File: src/rtl/exu_cfg.svh
// offsets, field positions, reset values and masks of the exception unit
`ifndef EXU_CFG_SVH
`define EXU_CFG_SVH

// ***********************************************
// register byte offsets on the apb bus
// ***********************************************
`define EXU_OFS_RESUME    8'h00
`define EXU_OFS_SAVED     8'h04
`define EXU_OFS_MSTATE    8'h08
`define EXU_OFS_IRQ_STS   8'h0C
`define EXU_OFS_IRQ_MSK   8'h10
`define EXU_ADDR_MIN_W    8

// ***********************************************
// machine_state fields, architectural bit n sits at [31-n]
// ***********************************************
`define EXU_MS_VEC        25
`define EXU_MS_POW        18
`define EXU_MS_ILE        16
`define EXU_MS_LE         0
`define EXU_MS_IMPL_MASK  32'h0205_FFFF
`define EXU_MS_RESET      32'h0000_0000

// ***********************************************
// saved status layout: upper half is exception info
// ***********************************************
`define EXU_SV_INFO_HI    31
`define EXU_SV_INFO_LO    16
`define EXU_SV_COPY_HI    15
`define EXU_SV_KEEP_W     16
`define EXU_WORD_RESET    32'h0000_0000

// ***********************************************
// interrupt status bits
// ***********************************************
`define EXU_IRQ_W         3
`define EXU_IRQ_TAKE      0
`define EXU_IRQ_RFI       1
`define EXU_IRQ_VUN       2
`define EXU_IRQ_RESET     3'h0

`endif

File: src/rtl/exu_pkg.sv
// types shared by the exception unit modules
package exu_pkg;
  `include "exu_cfg.svh"

  typedef logic [31:0]  exu_word_t;  // one register word
  typedef logic [15:0]  exu_info_t;  // exception-specific status

  // whole state of the top module
  typedef struct packed {
    exu_word_t               resume;   // resume address save
    exu_word_t               saved;    // saved status
    exu_word_t               mstate;   // machine state
    logic [`EXU_IRQ_W-1:0]   irq_sts;  // sticky events
    logic [`EXU_IRQ_W-1:0]   irq_msk;  // event enables
    logic                    irq;      // interrupt line
    exu_word_t               prdata;   // apb read data
    logic                    pready;   // apb ready
    logic                    pslverr;  // apb error
    logic                    exc_ack;  // exception taken pulse
    logic                    rfi_ack;  // return done pulse
    logic                    hold;     // dispatch hold
    logic                    vec;      // vector available copy
    logic                    power_mgmt_enable;      // power mode copy
    logic                    le;       // byte order copy
  } exu_state_t;

  // whole state of the vector gate
  typedef struct packed {
    logic grant;    // request may proceed
    logic unavail;  // vector-unavailable raised
  } exu_gate_t;
endpackage

File: src/rtl/exu_vec_if.sv
// carrier between the exception unit and its vector access gate
`timescale 1ns/100ps
interface exu_vec_if;
  logic vreq_valid;  // vector instruction at dispatch
  logic vreq_stream; // it is a data-streaming instruction
  logic vreq_vsave;  // it touches only the save-mask register
  logic vec_avail;   // vector-available bit of machine state
  logic grant;       // registered grant
  logic unavail;     // registered unavailable pulse

  modport gate (input vreq_valid, vreq_stream, vreq_vsave, vec_avail,
                output grant, unavail);
  modport core (output vreq_valid, vreq_stream, vreq_vsave, vec_avail,
                input grant, unavail);
endinterface

File: src/rtl/exu_core.sv
// exception context save and restore unit with apb register access
//
// Behaviour
// - exception saves machine state and resume address
// - resume is faulting or next instruction address
// - take only when older instructions completed
// - return copies saved status into machine state
// - upper half info, machine bits 16-31 copied
// - most exceptions clear 0-5,7-15, copy bit 6
// - vector-available low blocks vector instructions
// - streaming instructions ignore vector-available bit
// - vector-available high allows all vector instructions
// - save-mask register never gated by vector bit
// - bit 13 selects reduced power mode
// - exception copies little-endian select into mode
//
// Register access over APB and the placing of the registers were left to the implementer.
`timescale 1ns/100ps
`include "exu_cfg.svh"
module exu_core #(
  parameter int ADDR_W = 8  // apb address width
) (
  // clock, reset and clock enable
  input  wire logic                   pclk,
  input  wire logic                   presetn,
  input  wire logic                   ce,
  // apb slave
  input  wire logic                   psel,
  input  wire logic                   penable,
  input  wire logic                   pwrite,
  input  wire logic [ADDR_W-1:0]      paddr,
  input  wire exu_pkg::exu_word_t     pwdata,
  output      exu_pkg::exu_word_t     prdata,
  output      logic                   pready,
  output      logic                   pslverr,
  // exception request from completion logic
  input  wire logic                   exc_req,
  input  wire logic                   exc_older_done,
  input  wire logic                   exc_use_next,
  input  wire logic                   exc_specific,
  input  wire exu_pkg::exu_info_t     exc_info,
  input  wire exu_pkg::exu_word_t     exc_pc,
  input  wire exu_pkg::exu_word_t     exc_next_pc,
  output      logic                   exc_ack,
  output      logic                   dispatch_hold,
  // return from exception
  input  wire logic                   rfi_req,
  output      logic                   rfi_ack,
  output      exu_pkg::exu_word_t     resume_addr,
  // vector dispatch check
  input  wire logic                   vreq_valid,
  input  wire logic                   vreq_stream,
  input  wire logic                   vreq_vsave,
  output      logic                   vreq_grant,
  output      logic                   vreq_unavail,
  // mode outputs
  output      logic                   vector_available,
  output      logic                   power_mgmt_mode,
  output      logic                   little_endian_mode,
  // interrupt
  output      logic                   irq
);
  import exu_pkg::*;

  // ***********************************************
  // elaboration check
  // ***********************************************
  if (ADDR_W < `EXU_ADDR_MIN_W) begin : g_addr_chk
    $error("exu_core: ADDR_W must be at least 8");
  end

  exu_state_t st_ff;   // all registered state
  exu_state_t nxt_st;  // next state
  exu_vec_if  vif ();  // link to the vector gate

  logic       take;       // exception accepted this cycle
  logic       ret;        // return accepted this cycle
  logic       setup;      // apb setup cycle
  logic       wr_en;      // apb write completes
  logic       hit;        // address is mapped
  logic [7:0] ofs;        // low address byte
  logic       upper_ok;   // address bits above byte are zero
  exu_word_t  rd_val;     // read mux result
  logic [`EXU_IRQ_W-1:0] irq_set;  // events this cycle

  // ***********************************************
  // vector gate
  // ***********************************************
  assign vif.vreq_valid  = vreq_valid;
  assign vif.vreq_stream = vreq_stream;
  assign vif.vreq_vsave  = vreq_vsave;
  assign vif.vec_avail   = st_ff.mstate[`EXU_MS_VEC];

  exu_vec_gate u_gate (
    .pclk    (pclk),
    .presetn (presetn),
    .ce      (ce),
    .vif     (vif.gate)
  );

  // ***********************************************
  // request qualification
  // ***********************************************
  // an exception waits until every older instruction has completed;
  // the ack cycle is masked so a request still high is not taken twice
  assign take = exc_req && exc_older_done && !st_ff.exc_ack;
  // an exception in the same cycle wins over a return
  assign ret  = rfi_req && !take && !st_ff.rfi_ack;

  // apb decode
  assign setup    = psel && !penable;
  assign wr_en    = psel && penable && st_ff.pready && pwrite;
  assign ofs      = paddr[7:0];
  assign upper_ok = (paddr >> 8) == '0;

  // ***********************************************
  // read mux and address decode
  // ***********************************************
  always_comb begin
    rd_val = '0;
    hit    = upper_ok;
    case (ofs)
      `EXU_OFS_RESUME:  rd_val = st_ff.resume;
      `EXU_OFS_SAVED:   rd_val = st_ff.saved;
      // reserved machine-state bits are held at zero
      `EXU_OFS_MSTATE:  rd_val = st_ff.mstate;
      `EXU_OFS_IRQ_STS: rd_val = {29'h0, st_ff.irq_sts};
      `EXU_OFS_IRQ_MSK: rd_val = {29'h0, st_ff.irq_msk};
      default:          hit    = 1'b0;  // unmapped: error answer
    endcase
  end

  // ***********************************************
  // next-state logic
  // ***********************************************
  always_comb begin
    nxt_st = st_ff;
    irq_set = '0;

    // apb answers one cycle after setup, zero wait in access
    nxt_st.pready  = setup;
    nxt_st.pslverr = setup && !hit;
    if (setup) begin
      nxt_st.prdata = hit ? rd_val : '0;
    end

    // software writes; hardware events below override them
    if (wr_en && hit) begin
      case (ofs)
        `EXU_OFS_RESUME:  nxt_st.resume = pwdata;
        `EXU_OFS_SAVED:   nxt_st.saved  = pwdata;
        `EXU_OFS_MSTATE:
          nxt_st.mstate = pwdata & `EXU_MS_IMPL_MASK;
        `EXU_OFS_IRQ_STS:
          nxt_st.irq_sts = st_ff.irq_sts & ~pwdata[`EXU_IRQ_W-1:0];
        `EXU_OFS_IRQ_MSK:
          nxt_st.irq_msk = pwdata[`EXU_IRQ_W-1:0];
        default: ;
      endcase
    end

    // exception: save context before the handler runs
    nxt_st.exc_ack = take;
    if (take) begin
      // system call and trace ask for the next address
      nxt_st.resume = exc_use_next ? exc_next_pc : exc_pc;
      // low half always copies machine-state bits 16..31
      nxt_st.saved[`EXU_SV_COPY_HI:0] =
        st_ff.mstate[`EXU_SV_COPY_HI:0];
      if (exc_specific) begin
        nxt_st.saved[`EXU_SV_INFO_HI:`EXU_SV_INFO_LO] = exc_info;
      end else begin
        // common form keeps only the vector-available bit
        nxt_st.saved[`EXU_SV_INFO_HI:`EXU_SV_INFO_LO] = '0;
        nxt_st.saved[`EXU_MS_VEC] = st_ff.mstate[`EXU_MS_VEC];
      end
      // handler runs in the byte order chosen beforehand
      nxt_st.mstate[`EXU_MS_LE] = st_ff.mstate[`EXU_MS_ILE];
      irq_set[`EXU_IRQ_TAKE] = 1'b1;
    end

    // return: restore machine state from the saved copy
    nxt_st.rfi_ack = ret;
    if (ret) begin
      nxt_st.mstate = st_ff.saved & `EXU_MS_IMPL_MASK;
      irq_set[`EXU_IRQ_RFI] = 1'b1;
    end

    // dispatch stays held while an exception waits
    nxt_st.hold = exc_req && !take;

    irq_set[`EXU_IRQ_VUN] = vif.unavail;
    // a set in the clearing cycle survives
    nxt_st.irq_sts = nxt_st.irq_sts | irq_set;
    nxt_st.irq     = |(nxt_st.irq_sts & nxt_st.irq_msk);

    // mode copies driven straight from flops
    nxt_st.vec = nxt_st.mstate[`EXU_MS_VEC];
    // power effect itself is left to the clock controller
    nxt_st.power_mgmt_enable = nxt_st.mstate[`EXU_MS_POW];
    nxt_st.le  = nxt_st.mstate[`EXU_MS_LE];
  end

  // ***********************************************
  // state register
  // ***********************************************
  always_ff @(posedge pclk or negedge presetn) begin
    if (!presetn) begin
      st_ff         <= '0;
      st_ff.resume  <= `EXU_WORD_RESET;
      st_ff.saved   <= `EXU_WORD_RESET;
      st_ff.mstate  <= `EXU_MS_RESET;
      st_ff.irq_sts <= `EXU_IRQ_RESET;
      st_ff.irq_msk <= `EXU_IRQ_RESET;
    end else if (ce) begin
      st_ff <= nxt_st;
    end
  end

  // ***********************************************
  // outputs
  // ***********************************************
  assign prdata             = st_ff.prdata;
  assign pready             = st_ff.pready;
  assign pslverr            = st_ff.pslverr;
  assign exc_ack            = st_ff.exc_ack;
  assign dispatch_hold      = st_ff.hold;
  assign rfi_ack            = st_ff.rfi_ack;
  assign resume_addr        = st_ff.resume;
  assign vreq_grant         = vif.grant;
  assign vreq_unavail       = vif.unavail;
  assign vector_available   = st_ff.vec;
  assign power_mgmt_mode    = st_ff.power_mgmt_enable;
  assign little_endian_mode = st_ff.le;
  assign irq                = st_ff.irq;

  // ***********************************************
  // checks
  // ***********************************************
  AST_TAKE_RESUME: assert property (@(posedge pclk) disable iff (!presetn)
    ce && take |=> st_ff.resume ==
      ($past(exc_use_next) ? $past(exc_next_pc) : $past(exc_pc)))
    else $error("resume address not saved from the right source");

  AST_TAKE_ACK: assert property (@(posedge pclk) disable iff (!presetn)
    ce && take |=> exc_ack && st_ff.saved[15:0] == $past(st_ff.mstate[15:0]))
    else $error("context not saved when exception acknowledged");

  AST_SAVED_INFO: assert property (@(posedge pclk) disable iff (!presetn)
    ce && take && exc_specific |=> st_ff.saved[31:16] == $past(exc_info))
    else $error("exception info missing from saved status");

  AST_SAVED_COMMON: assert property (@(posedge pclk) disable iff (!presetn)
    ce && take && !exc_specific |=>
      st_ff.saved[31:16] == {6'h00, $past(st_ff.mstate[25]), 9'h000})
    else $error("common saved status form wrong");

  AST_PRECISE: assert property (@(posedge pclk) disable iff (!presetn)
    ce && exc_req && !exc_older_done |=> !exc_ack && dispatch_hold)
    else $error("exception taken before older instructions completed");

  AST_RESTORE: assert property (@(posedge pclk) disable iff (!presetn)
    ce && ret |=> rfi_ack && st_ff.mstate ==
      ($past(st_ff.saved) & 32'h0205_FFFF))
    else $error("machine state not restored on return");

  AST_LE_COPY: assert property (@(posedge pclk) disable iff (!presetn)
    ce && take |=> st_ff.mstate[0] == $past(st_ff.mstate[16]) &&
      little_endian_mode == $past(st_ff.mstate[16]))
    else $error("byte order not switched on exception");

  AST_RESERVED: assert property (@(posedge pclk) disable iff (!presetn)
    (st_ff.mstate & ~32'h0205_FFFF) == 32'h0000_0000)
    else $error("reserved machine-state bit set");

  AST_POW_MODE: assert property (@(posedge pclk) disable iff (!presetn)
    ce |=> power_mgmt_mode == st_ff.mstate[18])
    else $error("power mode output does not follow machine state");
endmodule

File: src/rtl/exu_vec_gate.sv
// vector dispatch gate driven by the vector-available bit
`timescale 1ns/100ps
module exu_vec_gate (
  // clock, reset and clock enable
  input  wire logic pclk,
  input  wire logic presetn,
  input  wire logic ce,
  // request and answer
  exu_vec_if.gate   vif
);
  import exu_pkg::*;

  exu_gate_t st_ff;   // registered answer
  exu_gate_t nxt_st;  // next answer

  // ***********************************************
  // decide grant: streaming and save-mask never gated
  // ***********************************************
  always_comb begin
    nxt_st = '0;
    if (vif.vreq_valid) begin
      if (vif.vreq_stream || vif.vreq_vsave) begin
        nxt_st.grant = 1'b1;
      end else if (vif.vec_avail) begin
        nxt_st.grant = 1'b1;
      end else begin
        nxt_st.unavail = 1'b1;
      end
    end
  end

  // state register, frozen while ce low
  always_ff @(posedge pclk or negedge presetn) begin
    if (!presetn) begin
      st_ff <= '0;
    end else if (ce) begin
      st_ff <= nxt_st;
    end
  end

  assign vif.grant   = st_ff.grant;
  assign vif.unavail = st_ff.unavail;

  // ***********************************************
  // checks
  // ***********************************************
  AST_VEC_BLOCK: assert property (@(posedge pclk) disable iff (!presetn)
    ce && vif.vreq_valid && !vif.vreq_stream && !vif.vreq_vsave &&
    !vif.vec_avail |=> vif.unavail && !vif.grant)
    else $error("gated vector request was not refused");
  AST_VEC_STREAM: assert property (@(posedge pclk) disable iff (!presetn)
    ce && vif.vreq_valid && vif.vreq_stream |=> vif.grant && !vif.unavail)
    else $error("streaming request was refused");
  AST_VEC_OPEN: assert property (@(posedge pclk) disable iff (!presetn)
    ce && vif.vreq_valid && vif.vec_avail |=> vif.grant)
    else $error("vector request refused while available");
  AST_VEC_VSAVE: assert property (@(posedge pclk) disable iff (!presetn)
    ce && vif.vreq_valid && vif.vreq_vsave |=> vif.grant)
    else $error("save-mask access was refused");
endmodule

File: config.mk
export PLATFORM = sky130hd
export DESIGN_NAME = exu_core
export DESIGN_NICKNAME = d
export VERILOG_FILES = /design/src/rtl/exu_pkg.sv /design/src/rtl/exu_vec_if.sv /design/src/rtl/exu_core.sv /design/src/rtl/exu_vec_gate.sv
export VERILOG_INCLUDE_DIRS = /design/src /design/src/rtl
export SDC_FILE = /design/constraint.sdc
export NUM_CORES = 1
export LEC_CHECK = 0
export BUFFER_PORTS_ARGS = -buffer_cell sky130_fd_sc_hd__clkbuf_2
export CAP_MARGIN = 30
export CORE_MARGIN = 5
export CORE_UTILIZATION = 49
export CTS_BUF_LIST = sky130_fd_sc_hd__clkbuf_4
export DETAILED_ROUTE_END_ITERATION = 8
export HOLD_SLACK_MARGIN = 0.02
export PLACE_DENSITY = 0.9
export SETUP_SLACK_MARGIN = 0.4
export SYNTH_ARGS = -nofsm -noshare
export SYNTH_HDL_FRONTEND = slang
export SYNTH_SLANG_ARGS = --single-unit
File: constraint.sdc
create_clock -name pclk -period 2 [get_ports pclk]
set_clock_uncertainty 0.15 [all_clocks]
set_input_delay 0 -clock pclk [delete_from_list [all_inputs] [get_ports pclk]]
set_output_delay 0 -clock pclk [all_outputs]
set_load 0.05 [all_outputs]
# Word-level counts from Yosys, hierarchy flattened
# Index checks and enable logic that the tools add are counted.
dict set report word_totals {
  input_bits 134
  word_cells 76
  latchBits 0
  mem_count 0
  regBits 145
  mem_bits_ro 0
  mem_bits_rw 0
}
dict set report op_classes {
  shifts 0
  n_addsub 0
  bitwise_logic 4
  n_mul 0
  n_reduce_logical 29
  mux 21
  eq_ne 4
  magnitude_cmp 0
  div_mod_pow 0
}
# operator n
set ops {}
lappend ops {{2-to-1 mux 32 bit} 6}
lappend ops {{case mux 32 bit (5 select lines)} 1}
lappend ops {{2-to-1 mux 102 bit} 1}
lappend ops {{2-to-1 mux 64 bit} 1}
lappend ops {{equality test 8 x 4 -> 1 bit (second input constant)} 2}
lappend ops {{2-to-1 mux 16 bit} 1}
lappend ops {{logical AND 1 bit} 11}
lappend ops {{nonzero test 2 bit} 5}
lappend ops {{AND reduction 3 bit} 3}
lappend ops {{equality test 8 x 3 -> 1 bit (second input constant)} 1}
lappend ops {{equality test 8 x 5 -> 1 bit (second input constant)} 1}
lappend ops {{logical NOT 8 bit} 1}
lappend ops {{2-to-1 mux 1 bit} 8}
lappend ops {{AND 3 bit} 2}
lappend ops {{2-to-1 mux 3 bit} 2}
lappend ops {{logical NOT 1 bit} 5}
lappend ops {{OR reduction 5 bit} 1}
lappend ops {{inverter 3 bit} 1}
lappend ops {{OR 3 bit} 1}
lappend ops {{OR reduction 3 bit} 1}
lappend ops {{2-to-1 mux 2 bit} 1}
lappend ops {{AND reduction 2 bit} 1}
lappend ops {{logical OR 1 bit} 1}

# Longest topological paths before layout
# Gate-level depths: netlist (run 1).
dict set report logic_depth {
  ltp_word 9
  mapped_depth 8
  mapped_depth_nobuf 5
}

# Hierarchy
# Synthesis (run 1) repeated with hierarchy kept, for this count alone.
dict set report unflattened {
  cells_unflattened 735
  hier_area_um2 7324.5
}
# mod area_per_inst_um2 instances seq_area_each_um2 cells_each
set by_module_without_submodules {}
lappend by_module_without_submodules {exu_core 7235.7 1 3178.0 727}
lappend by_module_without_submodules {exu_vec_gate 88.8 1 50.0 8}

# Least setup slack after synthesis (run 1)
# No wires, ideal clock.
dict set report synth_path {
  path_type {reg-to-reg}
  start {register st_ff (netlist bit exc_ack)}
  end {register st_ff[72] (netlist bit)}
  slack_ns -0.440
  required_time_ns 1.710
  path_stages_with_launch 8
  arrival_time_ns 2.150
  setup_ns 0.140
  period_less_slack_ns 2.440
  cell_sequence {dfrtp_1 > and3b_1 > clkbuf_1 > nor3b_1 > o21ai_1 > clkbuf_1 > nand2_1 > o21ai_1}
}
dict set report synth_between {
  elab_chain_len 6
}
# element line
set synth_lines {}
lappend synth_lines {{start, declared} exu_core.sv:72} ;# exu_state_t st_ff;
lappend synth_lines {{start signal, assigned} exu_core.sv:216} ;# st_ff <= nxt_st;
lappend synth_lines {{logical NOT 1 bit} exu_core.sv:106} ;# assign take = exc_req && exc_older_done && !st_ff.exc_ack;
lappend synth_lines {{logical AND 1 bit} exu_core.sv:106}
lappend synth_lines {{logical NOT 1 bit} exu_core.sv:108} ;# assign ret = rfi_req && !take && !st_ff.rfi_ack;
lappend synth_lines {{logical AND 1 bit (2 in a row)} exu_core.sv:108}
lappend synth_lines {{2-to-1 mux 32 bit} exu_core.sv:184} ;# if (ret) begin
# No other way between the ends.
# A chain may end at the register's enable or synchronous reset.

# Final worst setup path (run 1)
dict set report layout_path {
  start {register st_ff (netlist bit pready)}
  end {register st_ff (netlist bit resume_addr[28])}
}
dict set report layout_between {
  elab_chain_len 5
}
# element line
set layout_lines {}
lappend layout_lines {{logical AND 1 bit (2 in a row)} exu_core.sv:112} ;# assign wr_en = psel && penable && st_ff.pready && pwrite;
lappend layout_lines {{logical AND 1 bit} exu_core.sv:148} ;# if (wr_en && hit) begin
lappend layout_lines {{nonzero test 2 bit (no source line)} -}
lappend layout_lines {{AND reduction 3 bit (no source line)} -}
# No other way between the ends.

==> impl_results.md, run 1 <==
* Starting DRT DRC Count at 572
* DRC Markers at 0
* Fin crit share at 0.991
* Status: completed
* Via/cell ratio at 5.89
* Clock network power share at 0.278
* Switching Fraction at 0.337
* P_leak at 5.32 nW
* Relative slew slack at 0.575
* Clock Tree Root: clkbuf_4
* I/O Pins at about 210
* Slew @ Worst Pin at ~640 ps
* Top-count cell post-synth: dfrtp_1
* Die area at between 15000 and 20000 um2
* CTS Buf Count at 17
* Chip width at 130 um
* Synthesized instance count at around 680
* Power Internal at 4.01 mW
* Clk buf depth at 2
* Global-route wire length before repair at between 30 and 40 mm
* Switching Power at approximately 2 mW
* Area share of the leading cell type in the synthesized netlist at 0.457
* Mapped Area at 7070 um2
* Core Region at approximately 14000 um2
* Pre-antenna DRT Iters at 7
* M2 GR Usage at 0.499
* Most flops, register: st_ff
* RSZ-0062 raised after global routing: true
* Nature of the critical path endpoint: register
* Post-route minimum period at 1980 ps
* GRT Residual Overflow at 0
* Reg power frac at 0.468
* Clock latency on the worst-skew pair at between 500 and 600 ps
* Max reg flops at between 50 and 60
* Top_reg_cell synth: dfrtp_1
* Post-synth EDFFs at 0
* Critical Path AT at between 2000 and 2500 ps
* Die Ht at roughly 130 um
* Via count at roughly 7000
* Worst-path maximum fanout at 6
* Asr flop ratio synth at 1.00
* Setup-failing EPs final at 0
* Share of layout cells above drive strength 1 at 0.407
* Worst Reg-to-Reg Cells at 8
* Detailed Place HPWL at 14.6 mm
* Startpoint types: register
* Gp weighted congestion at approximately 0.87
* YS warnings at 0
* Clk pin slew, worst setup/hold paths at 120 ps
* Final WS setup at about 18 ps
* Syn Nets at between 800 and 900
* Power per cell area at ~570 nW/um2
* Setup TNS at 0 ps
* Slew Limit Fails at 0
* Fin. Hold Viols at 0
* Routed len/inst at roughly 23 um
* IO Port Bufs at roughly 210
* Detailed Route WL at ~27 mm
* Seq cells post-synth at roughly 130
* Largest cells by area after synthesis: dfrtp_1 (46%), mux2_1 (10%), buf_4 (6.9%)
* Antenna viol nets, final at 0
* Initial antenna violation count at 1
* Part of the power in combinational logic at 0.254
* Met3 Usage GRT at 0.0823
* Req. time, crit path at 2340 ps
* Syn-to-layout area delta at 50.3%
* Critical path class: reg2reg
* Total GRT Usage at 0.302
* Final #Nets at about 1100
* MaxCap Viol Count at 0
* Vias in the first global route at about 7400
* DP Worst Slack at -112 ps
* Post-synth top area cell: dfrtp_1
* Initial Util at 0.505
* Busiest grt layer: met2
* Clk sinks at approximately 130
* Avg Inst Size Synth at ~10 um2
* Htree depth at 4
* FP Rows at 43
* Met1 usage at 0.362
* Post-synthesis cell type count at between 40 and 50
* Type of the most critical hold path: in2reg
* Sequential share of the synthesized area at 0.457
* TritonCTS clock tree: yes
* Max frequency at 505 MHz
* WHS Path Cells at 7
* Synth top cells by count: dfrtp_1 (129), nand2_1 (85), buf_4 (65), mux2_1 (64), o21ai_1 (39)
* Peak supply drop at about 0.00040 V
* Largest net degree at the start of global routing at between 60 and 70
[cell type report]
type,count,area (um2)
Timing Repair Buffer,413,3340
Multi-Input combinational cell,420,3540
Clock buffer,18,135
Clock inverter,14,116
Tap cell,180,225
Sequential cell,129,3230
Antenna cell,1,2.50
Fill cell,815,3360
Inverter,8,30.0
[metrics by stage]
| step | hold WS, ps | area (um2) | util | total power, mW | std cells |
|---|---|---|---|---|---|
| floorplan | -446 | 7360 | - | 3.62 | 676 |
| global placement | -117 | 8220 | 0.587 | 3.95 | 985 |
| detailed placement | -106 | 8220 | 0.587 | 3.98 | 985 |
| CTS | -159 | 10100 | 0.725 | 5.96 | 1164 |
| global route | 80.5 | 10600 | 0.760 | 6.28 | 1183 |
| finish | 98.0 | 10600 | 0.760 | 6.05 | 1183 |
[cell families after synthesis]
| kind of cell | share of synthesized area |
|---|---|
| compound gates | 0.184 |
| buf+inv | 0.108 |
| flops | 0.457 |
| mux | 0.160 |
| simple gates | 0.0922 |
[cell usage in the layout (no fill, tap or decap), types with 3 or more instances in the layout]
master	count
buf_16	3
clkinvlp_4	6
a22o_1	30
clkbuf_2	206
a32oi_1	5
mux2_4	54
clkbuf_4	19
buf_6	16
buf_4	33
mux2i_1	34
o21ai_1	50
o21ai_0	16
buf_12	14
dlygate4sd3_1	130
a21oi_1	10
nand2_1	84
a222oi_1	13
inv_1	7
nor2_1	3
clkbuf_16	5
clkinv_1	4
a22oi_2	3
a32oi_2	13
o21ai_4	3
dfrtp_1	127
mux2_1	16
nand3_1	16
o2bb2ai_1	13
a31oi_1	3
a22oi_1	10
[power groups by stage]
| stage | clock network (mW) | logic, mW | registers, mW |
|---|---|---|---|
| after global placement | 0 | 1.09 | 2.87 |
| after detailed placement | 0 | 1.10 | 2.87 |
| after global routing | 1.83 | 1.61 | 2.84 |
| after CTS | 1.71 | 1.43 | 2.82 |
| after floorplan | 0 | 0.717 | 2.90 |
| final | 1.68 | 1.54 | 2.83 |
[metal layers]
metal  part of all wire  up-vias
met3              0.095       97
met1               0.38     3344
met4              0.041        0
met5                  0        -
met2               0.48      486
li1                   -     3042
[worst max-delay path, cell delays in order (launching register included)]
cell	delay, ps
dfrtp_2	370
nand4_1	100
buf_6	150
buf_4	130
nor4_4	210
and2_4	310
buf_12	160
o2bb2ai_1	150
mux2_1	190
[final timing paths]
kind / start / to / slack [ps]
setup / recovery: pready$_DFFE_PN0P_ / resume_addr[28]$_DFFE_PN0P_ / 20
hold / removal: paddr[0] / st_ff[46]$_DFFE_PN0P_ / 100
setup reg to reg: pready$_DFFE_PN0P_ / resume_addr[28]$_DFFE_PN0P_ / 20
hold reg to reg: prdata[1]$_DFFE_PN0P_ / prdata[1]$_DFFE_PN0P_ / 340
max in group asynchronous: presetn / prdata[5]$_DFFE_PN0P_ / 640
min in group asynchronous: presetn / st_ff[96]$_DFFE_PN0P_ / 390
[what timing repair did]
action                                  CTS  global route
gates cloned                              5             7
endpoints found under the hold margin   258            34
endpoints found under the setup margin   91           120
hold buffers                            130             2
setup buffers                            12             9
pin swaps                                14            15
resized for setup                        40            47
Note: power is estimated with default switching activity, not from simulation.
==> run 2, diff against run 1 <==
--- a/config.mk
+++ b/config.mk
@@ -6,6 +6,7 @@
 export SDC_FILE = /design/constraint.sdc
 export NUM_CORES = 1
 export LEC_CHECK = 0
+export ABC_AREA = 1
 export BUFFER_PORTS_ARGS = -buffer_cell sky130_fd_sc_hd__clkbuf_2
 export CAP_MARGIN = 30
 export CORE_MARGIN = 5
@@ -13,7 +14,7 @@
 export CTS_BUF_LIST = sky130_fd_sc_hd__clkbuf_4
 export DETAILED_ROUTE_END_ITERATION = 8
 export HOLD_SLACK_MARGIN = 0.02
-export PLACE_DENSITY = 0.9
+export PLACE_DENSITY = 0.91
 export SETUP_SLACK_MARGIN = 0.4
 export SYNTH_ARGS = -nofsm -noshare
 export SYNTH_HDL_FRONTEND = slang
==> constraint.sdc (replaced) <==
create_clock -name pclk -period 2 [get_ports pclk]
set_clock_uncertainty 0.15 [all_clocks]
set_input_delay 0.4 -clock pclk [delete_from_list [all_inputs] [get_ports pclk]]
set_output_delay 0.4 -clock pclk [all_outputs]
set_load 0.05 [all_outputs]
==> run 2 against run 1 <==
Net effect:
- the flow now finishes with violations (DRC, setup timing)
- critical path depth unchanged
- synthesized cell count increased by 24%
- register-to-register slack got worse by 320 ps
- sequential power increased by 23%
- routed wire length increased by 41%
- first-iteration DRC count increased to 3.2 times the previous value
- worst hold slack got worse by 69 ps
- non-clock buffer count increased by 17
- via count increased by 32%
- critical path type unchanged
- largest cell class is now non-clock buffers
- largest power group is now combinational cells
==> impl_results.md, run 2 <==
* Initial Util at 0.500 (was 0.505)
* Power per cell area at 744 nW/um2 (was 570 nW/um2)
* Clk sinks at 129 (unchanged)
* Fin. Hold Viols at 0 (unchanged)
* Asr flop ratio synth at 1.00 (unchanged)
* Clk pin slew, worst setup/hold paths at 130 ps (was 120 ps)
* Post-synth EDFFs at 0 (unchanged)
* DRC Markers at 179 (was 0)
* Crit Reg-Reg Endpoint: st_ff[94]$_DFFE_PN0P_ (was resume_addr[28]$_DFFE_PN0P_)
* Worst Reg-to-Reg Cells at 8 (unchanged)
* Routed len/inst at 28.0 um (was 22.7 um)
* Detailed Place HPWL at 16.1 mm (was 14.6 mm)
* IO Port Bufs at 208 (unchanged)
* Syn-to-layout area delta at 69.3% (was 50.3%)
* Failing checks: DRC, setup timing
* Die Ht at 129 um (was 130 um)
* GRT Residual Overflow at 0 (unchanged)
* Post-synthesis cell type count at 30 (was 48)
* Post-synth top area cell: dfrtp_1 (unchanged)
* Final #Nets at 1298 (was 1123)
* Total GRT Usage at 0.353 (was 0.302)
* Share of layout cells above drive strength 1 at 0.472 (was 0.407)
* Critical Path Sink: st_ff[94]$_DFFE_PN0P_ (was resume_addr[28]$_DFFE_PN0P_)
* Sequential share of the synthesized area at 0.463 (was 0.457)
* Mapped Area at 6970 um2 (was 7070 um2)
* I/O Pins at 209 (unchanged)
* Seq cells post-synth at 129 (unchanged)
* Pre-antenna DRT Iters at 9 (was 7)
* Clock Tree Root: clkbuf_4 (unchanged)
* Setup crit start: pready$_DFFE_PN0P_ (unchanged)
* Top_reg_cell synth: dfrtp_1 (unchanged)
* Antenna viol nets, final at 0 (unchanged)
* Fin crit share at 1.15 (was 0.991)
* Post-route minimum period at 2300 ps (was 1980 ps)
* Synthesized-area fraction occupied by adder cells at 0 (unchanged)
* Post-synthesis xor/xnor area fraction at 0 (unchanged)
* Req. time, crit path at 2290 ps (was 2340 ps)
* Gp weighted congestion at 0.945 (was 0.874)
* Final WS setup at -299 ps (was 18.1 ps)
* Setup-failing EPs final at 3 (was 0)
* Starting DRT DRC Count at 1806 (was 572)
* Fillers at 621 (was 815)
* Critical Path AT at 2590 ps (was 2320 ps)
* FP Rows at 43 (unchanged)
* Core Region at 13900 um2 (was 14000 um2)
* Type of the most critical hold path: in2reg (unchanged)
* Critical path class: reg2reg (unchanged)
* Post-synthesis mux area share at 0 (was 0.160)
* Clock latency on the worst-skew pair at 590 ps (was 550 ps)
* Startpoint types: register (unchanged)
* RSZ-0062 raised after global routing: true (unchanged)
* Chip width at 129 um (was 130 um)
* Clk buf depth at 2 (unchanged)
* Synthesized instance count at 836 (was 676)
* Die area at 16700 um2 (was 16900 um2)
* Compound-Gate Fraction of Synth Area at 0.205 (was 0.184)
* YS warnings at 0 (unchanged)
* Avg Inst Size Synth at 8.34 um2 (was 10.5 um2)
* Via count at 9212 (was 6969)
* Largest net degree at the start of global routing at 51 (was 67)
* Vias in the first global route at 8462 (was 7377)
* Worst-path maximum fanout at 19 (was 6)
* Top-count cell post-synth: dfrtp_1 (unchanged)
* Area share of the leading cell type in the synthesized netlist at 0.463 (was 0.457)
* Largest cells by area after synthesis: dfrtp_1 (46%), buf_4 (6.9%), a31oi_1 (5.7%) (was dfrtp_1 (46%), mux2_1 (10%), buf_4 (6.9%))
* Fin util at 0.847 (was 0.760)
* Htree depth at 4 (unchanged)
* CTS Buf Count at 17 (unchanged)
* Max frequency at 435 MHz (was 505 MHz)
* RR Startpoint: pready$_DFFE_PN0P_ (unchanged)
* Synth top cells by count: dfrtp_1 (129), nand2_1 (102), nor2_1 (94), nand3_1 (74) (was dfrtp_1 (129), nand2_1 (85), buf_4 (65), mux2_1 (64), o21ai_1 (39))
* Initial antenna violation count at 1 (unchanged)
* MaxCap Viol Count at 0 (unchanged)
* Global-route wire length before repair at 45.1 mm (was 39.3 mm)
* Detailed Route WL at 38.0 mm (was 26.9 mm)
* Relative slew slack at 0.432 (was 0.575)
* TritonCTS clock tree: yes (unchanged)
* Slew @ Worst Pin at 852 ps (was 637 ps)
* Most frequent cells in the layout: clkbuf_2 (132), dfrtp_1 (122), buf_4 (107) (was clkbuf_2 (206), dlygate4sd3_1 (130), dfrtp_1 (127))
* Worst R2R Setup Slack at -300 ps (was 20 ps)
* Hold_ws at 28.6 ps (was 98.0 ps)
* Nature of the critical path endpoint: register (unchanged)
* Most flops, register: st_ff (unchanged)
* Status: finished with violations (was completed)
* Peak supply drop at 0.000474 V (was 0.000400 V)
* Syn Nets at 970 (was 810)
* Commonest non-fill, non-tap cell in the layout: clkbuf_2 (unchanged)
* Synth Area in Simple Gates at 0.201 (was 0.0922)
* Slew Limit Fails at 0 (unchanged)
* Via/cell ratio at 6.78 (was 5.89)
* Max reg flops at 57 (unchanged)
* P_leak at 5.28 nW (was 5.32 nW)
* Largest family of logic cells by synthesized area: compound AO/OA/AOI/OAI gates (unchanged)
## run 2: cell types whose count changed in the layout (fill, tap and decap cells not counted), sizes merged, moves of 29 or more
cell,delta
a22o,-29
a31oi,+62
buf,+158
clkbuf,-59
dlygate4sd3,-74
inv,+35
mux2,-70
mux2i,-34
nand3,+56
nor2,+95
o211ai,+34
or2,+33
## run 2: routing by layer
metal | global-route usage | wire length (um) | share of wire
met1 | 0.407 | 11900 | 0.31
met4 | 0.214 | 3870 | 0.10
met5 | 0 | 0 | 0
met2 | 0.581 | 16500 | 0.43
met3 | 0.103 | 5750 | 0.15
## run 2: area by class of cell
class | instances | area [um2] | share of cell area
Sequential cell | 129 | 3240 | 0.274
Clock buffer | 23 | 173 | 0.0146
Timing Repair Buffer | 430 | 4410 | 0.374
Tap cell | 180 | 225 | 0.0191
Antenna cell | 1 | 2.50 | 0.000212
Multi-Input combinational cell | 540 | 3500 | 0.297
Clock inverter | 9 | 66.3 | 0.00562
Inverter | 46 | 185 | 0.0157
## run 2: worst max-delay path, cell delays in order, from the launching register on
cell	delay, ps
dfrtp_2	420
nand3_2	100
nor2_4	140
buf_12	150
nand2_2	110
clkinv_4	150
buf_16	190
nand3_1	280
a31oi_1	460
## run 2: worst min path at each step
stage	slack [ps]	cells after the start	startpoint	end
final	30	3	exc_next_pc[22]	resume_addr[22]$_DFFE_PN0P_
after global placement	240	1	presetn	prdata[23]$_DFFE_PN0P_
after global routing	6	3	exc_next_pc[22]	resume_addr[22]$_DFFE_PN0P_
after detailed placement	230	1	presetn	prdata[23]$_DFFE_PN0P_
after floorplan	-50	0	presetn	dispatch_hold$_DFFE_PN0P_
after CTS	20	3	exc_next_pc[22]	resume_addr[22]$_DFFE_PN0P_
## run 2: repair_timing
action,CTS,global route
pin swaps,2,31
resized for setup,188,209
endpoints found under the setup margin,159,160
gates cloned,10,17
hold endpoints to repair,189,0
setup buffers,60,33
hold buffers,56,0
## run 2: power breakdown
group,leakage [nW],switching [mW],internal [mW],total (mW)
combinational,3.56,1.93,1.63,3.56
clock,0.144,1.06,0.676,1.74
sequential,1.57,0.469,3.02,3.49
total,5.28,3.46,5.32,8.78
## run 2: kinds of logic (layout without fill, tap and decap cells)
family | count (synthesis) | count (layout)
AOI/OAI and AO/OA | 223 | 223
buffers and inverters | 167 | 508
and+or+nand+nor | 317 | 317
DFF | 129 | 129
other | 0 | 1
## run 2: through the flow
stage               total power [mW]  cells  instance area (um2)  TNS (ps)  worst slack (ps)
floorplan                       4.84    836                 7150         0               278
global placement                5.26   1149                 8120         0              44.7
detailed placement              5.33   1149                 8120      -414             -46.1
CTS                             7.64   1307                10500         0               239
global route                    9.00   1358                11800      -449              -369
finish                          8.78   1358                11800      -373              -299
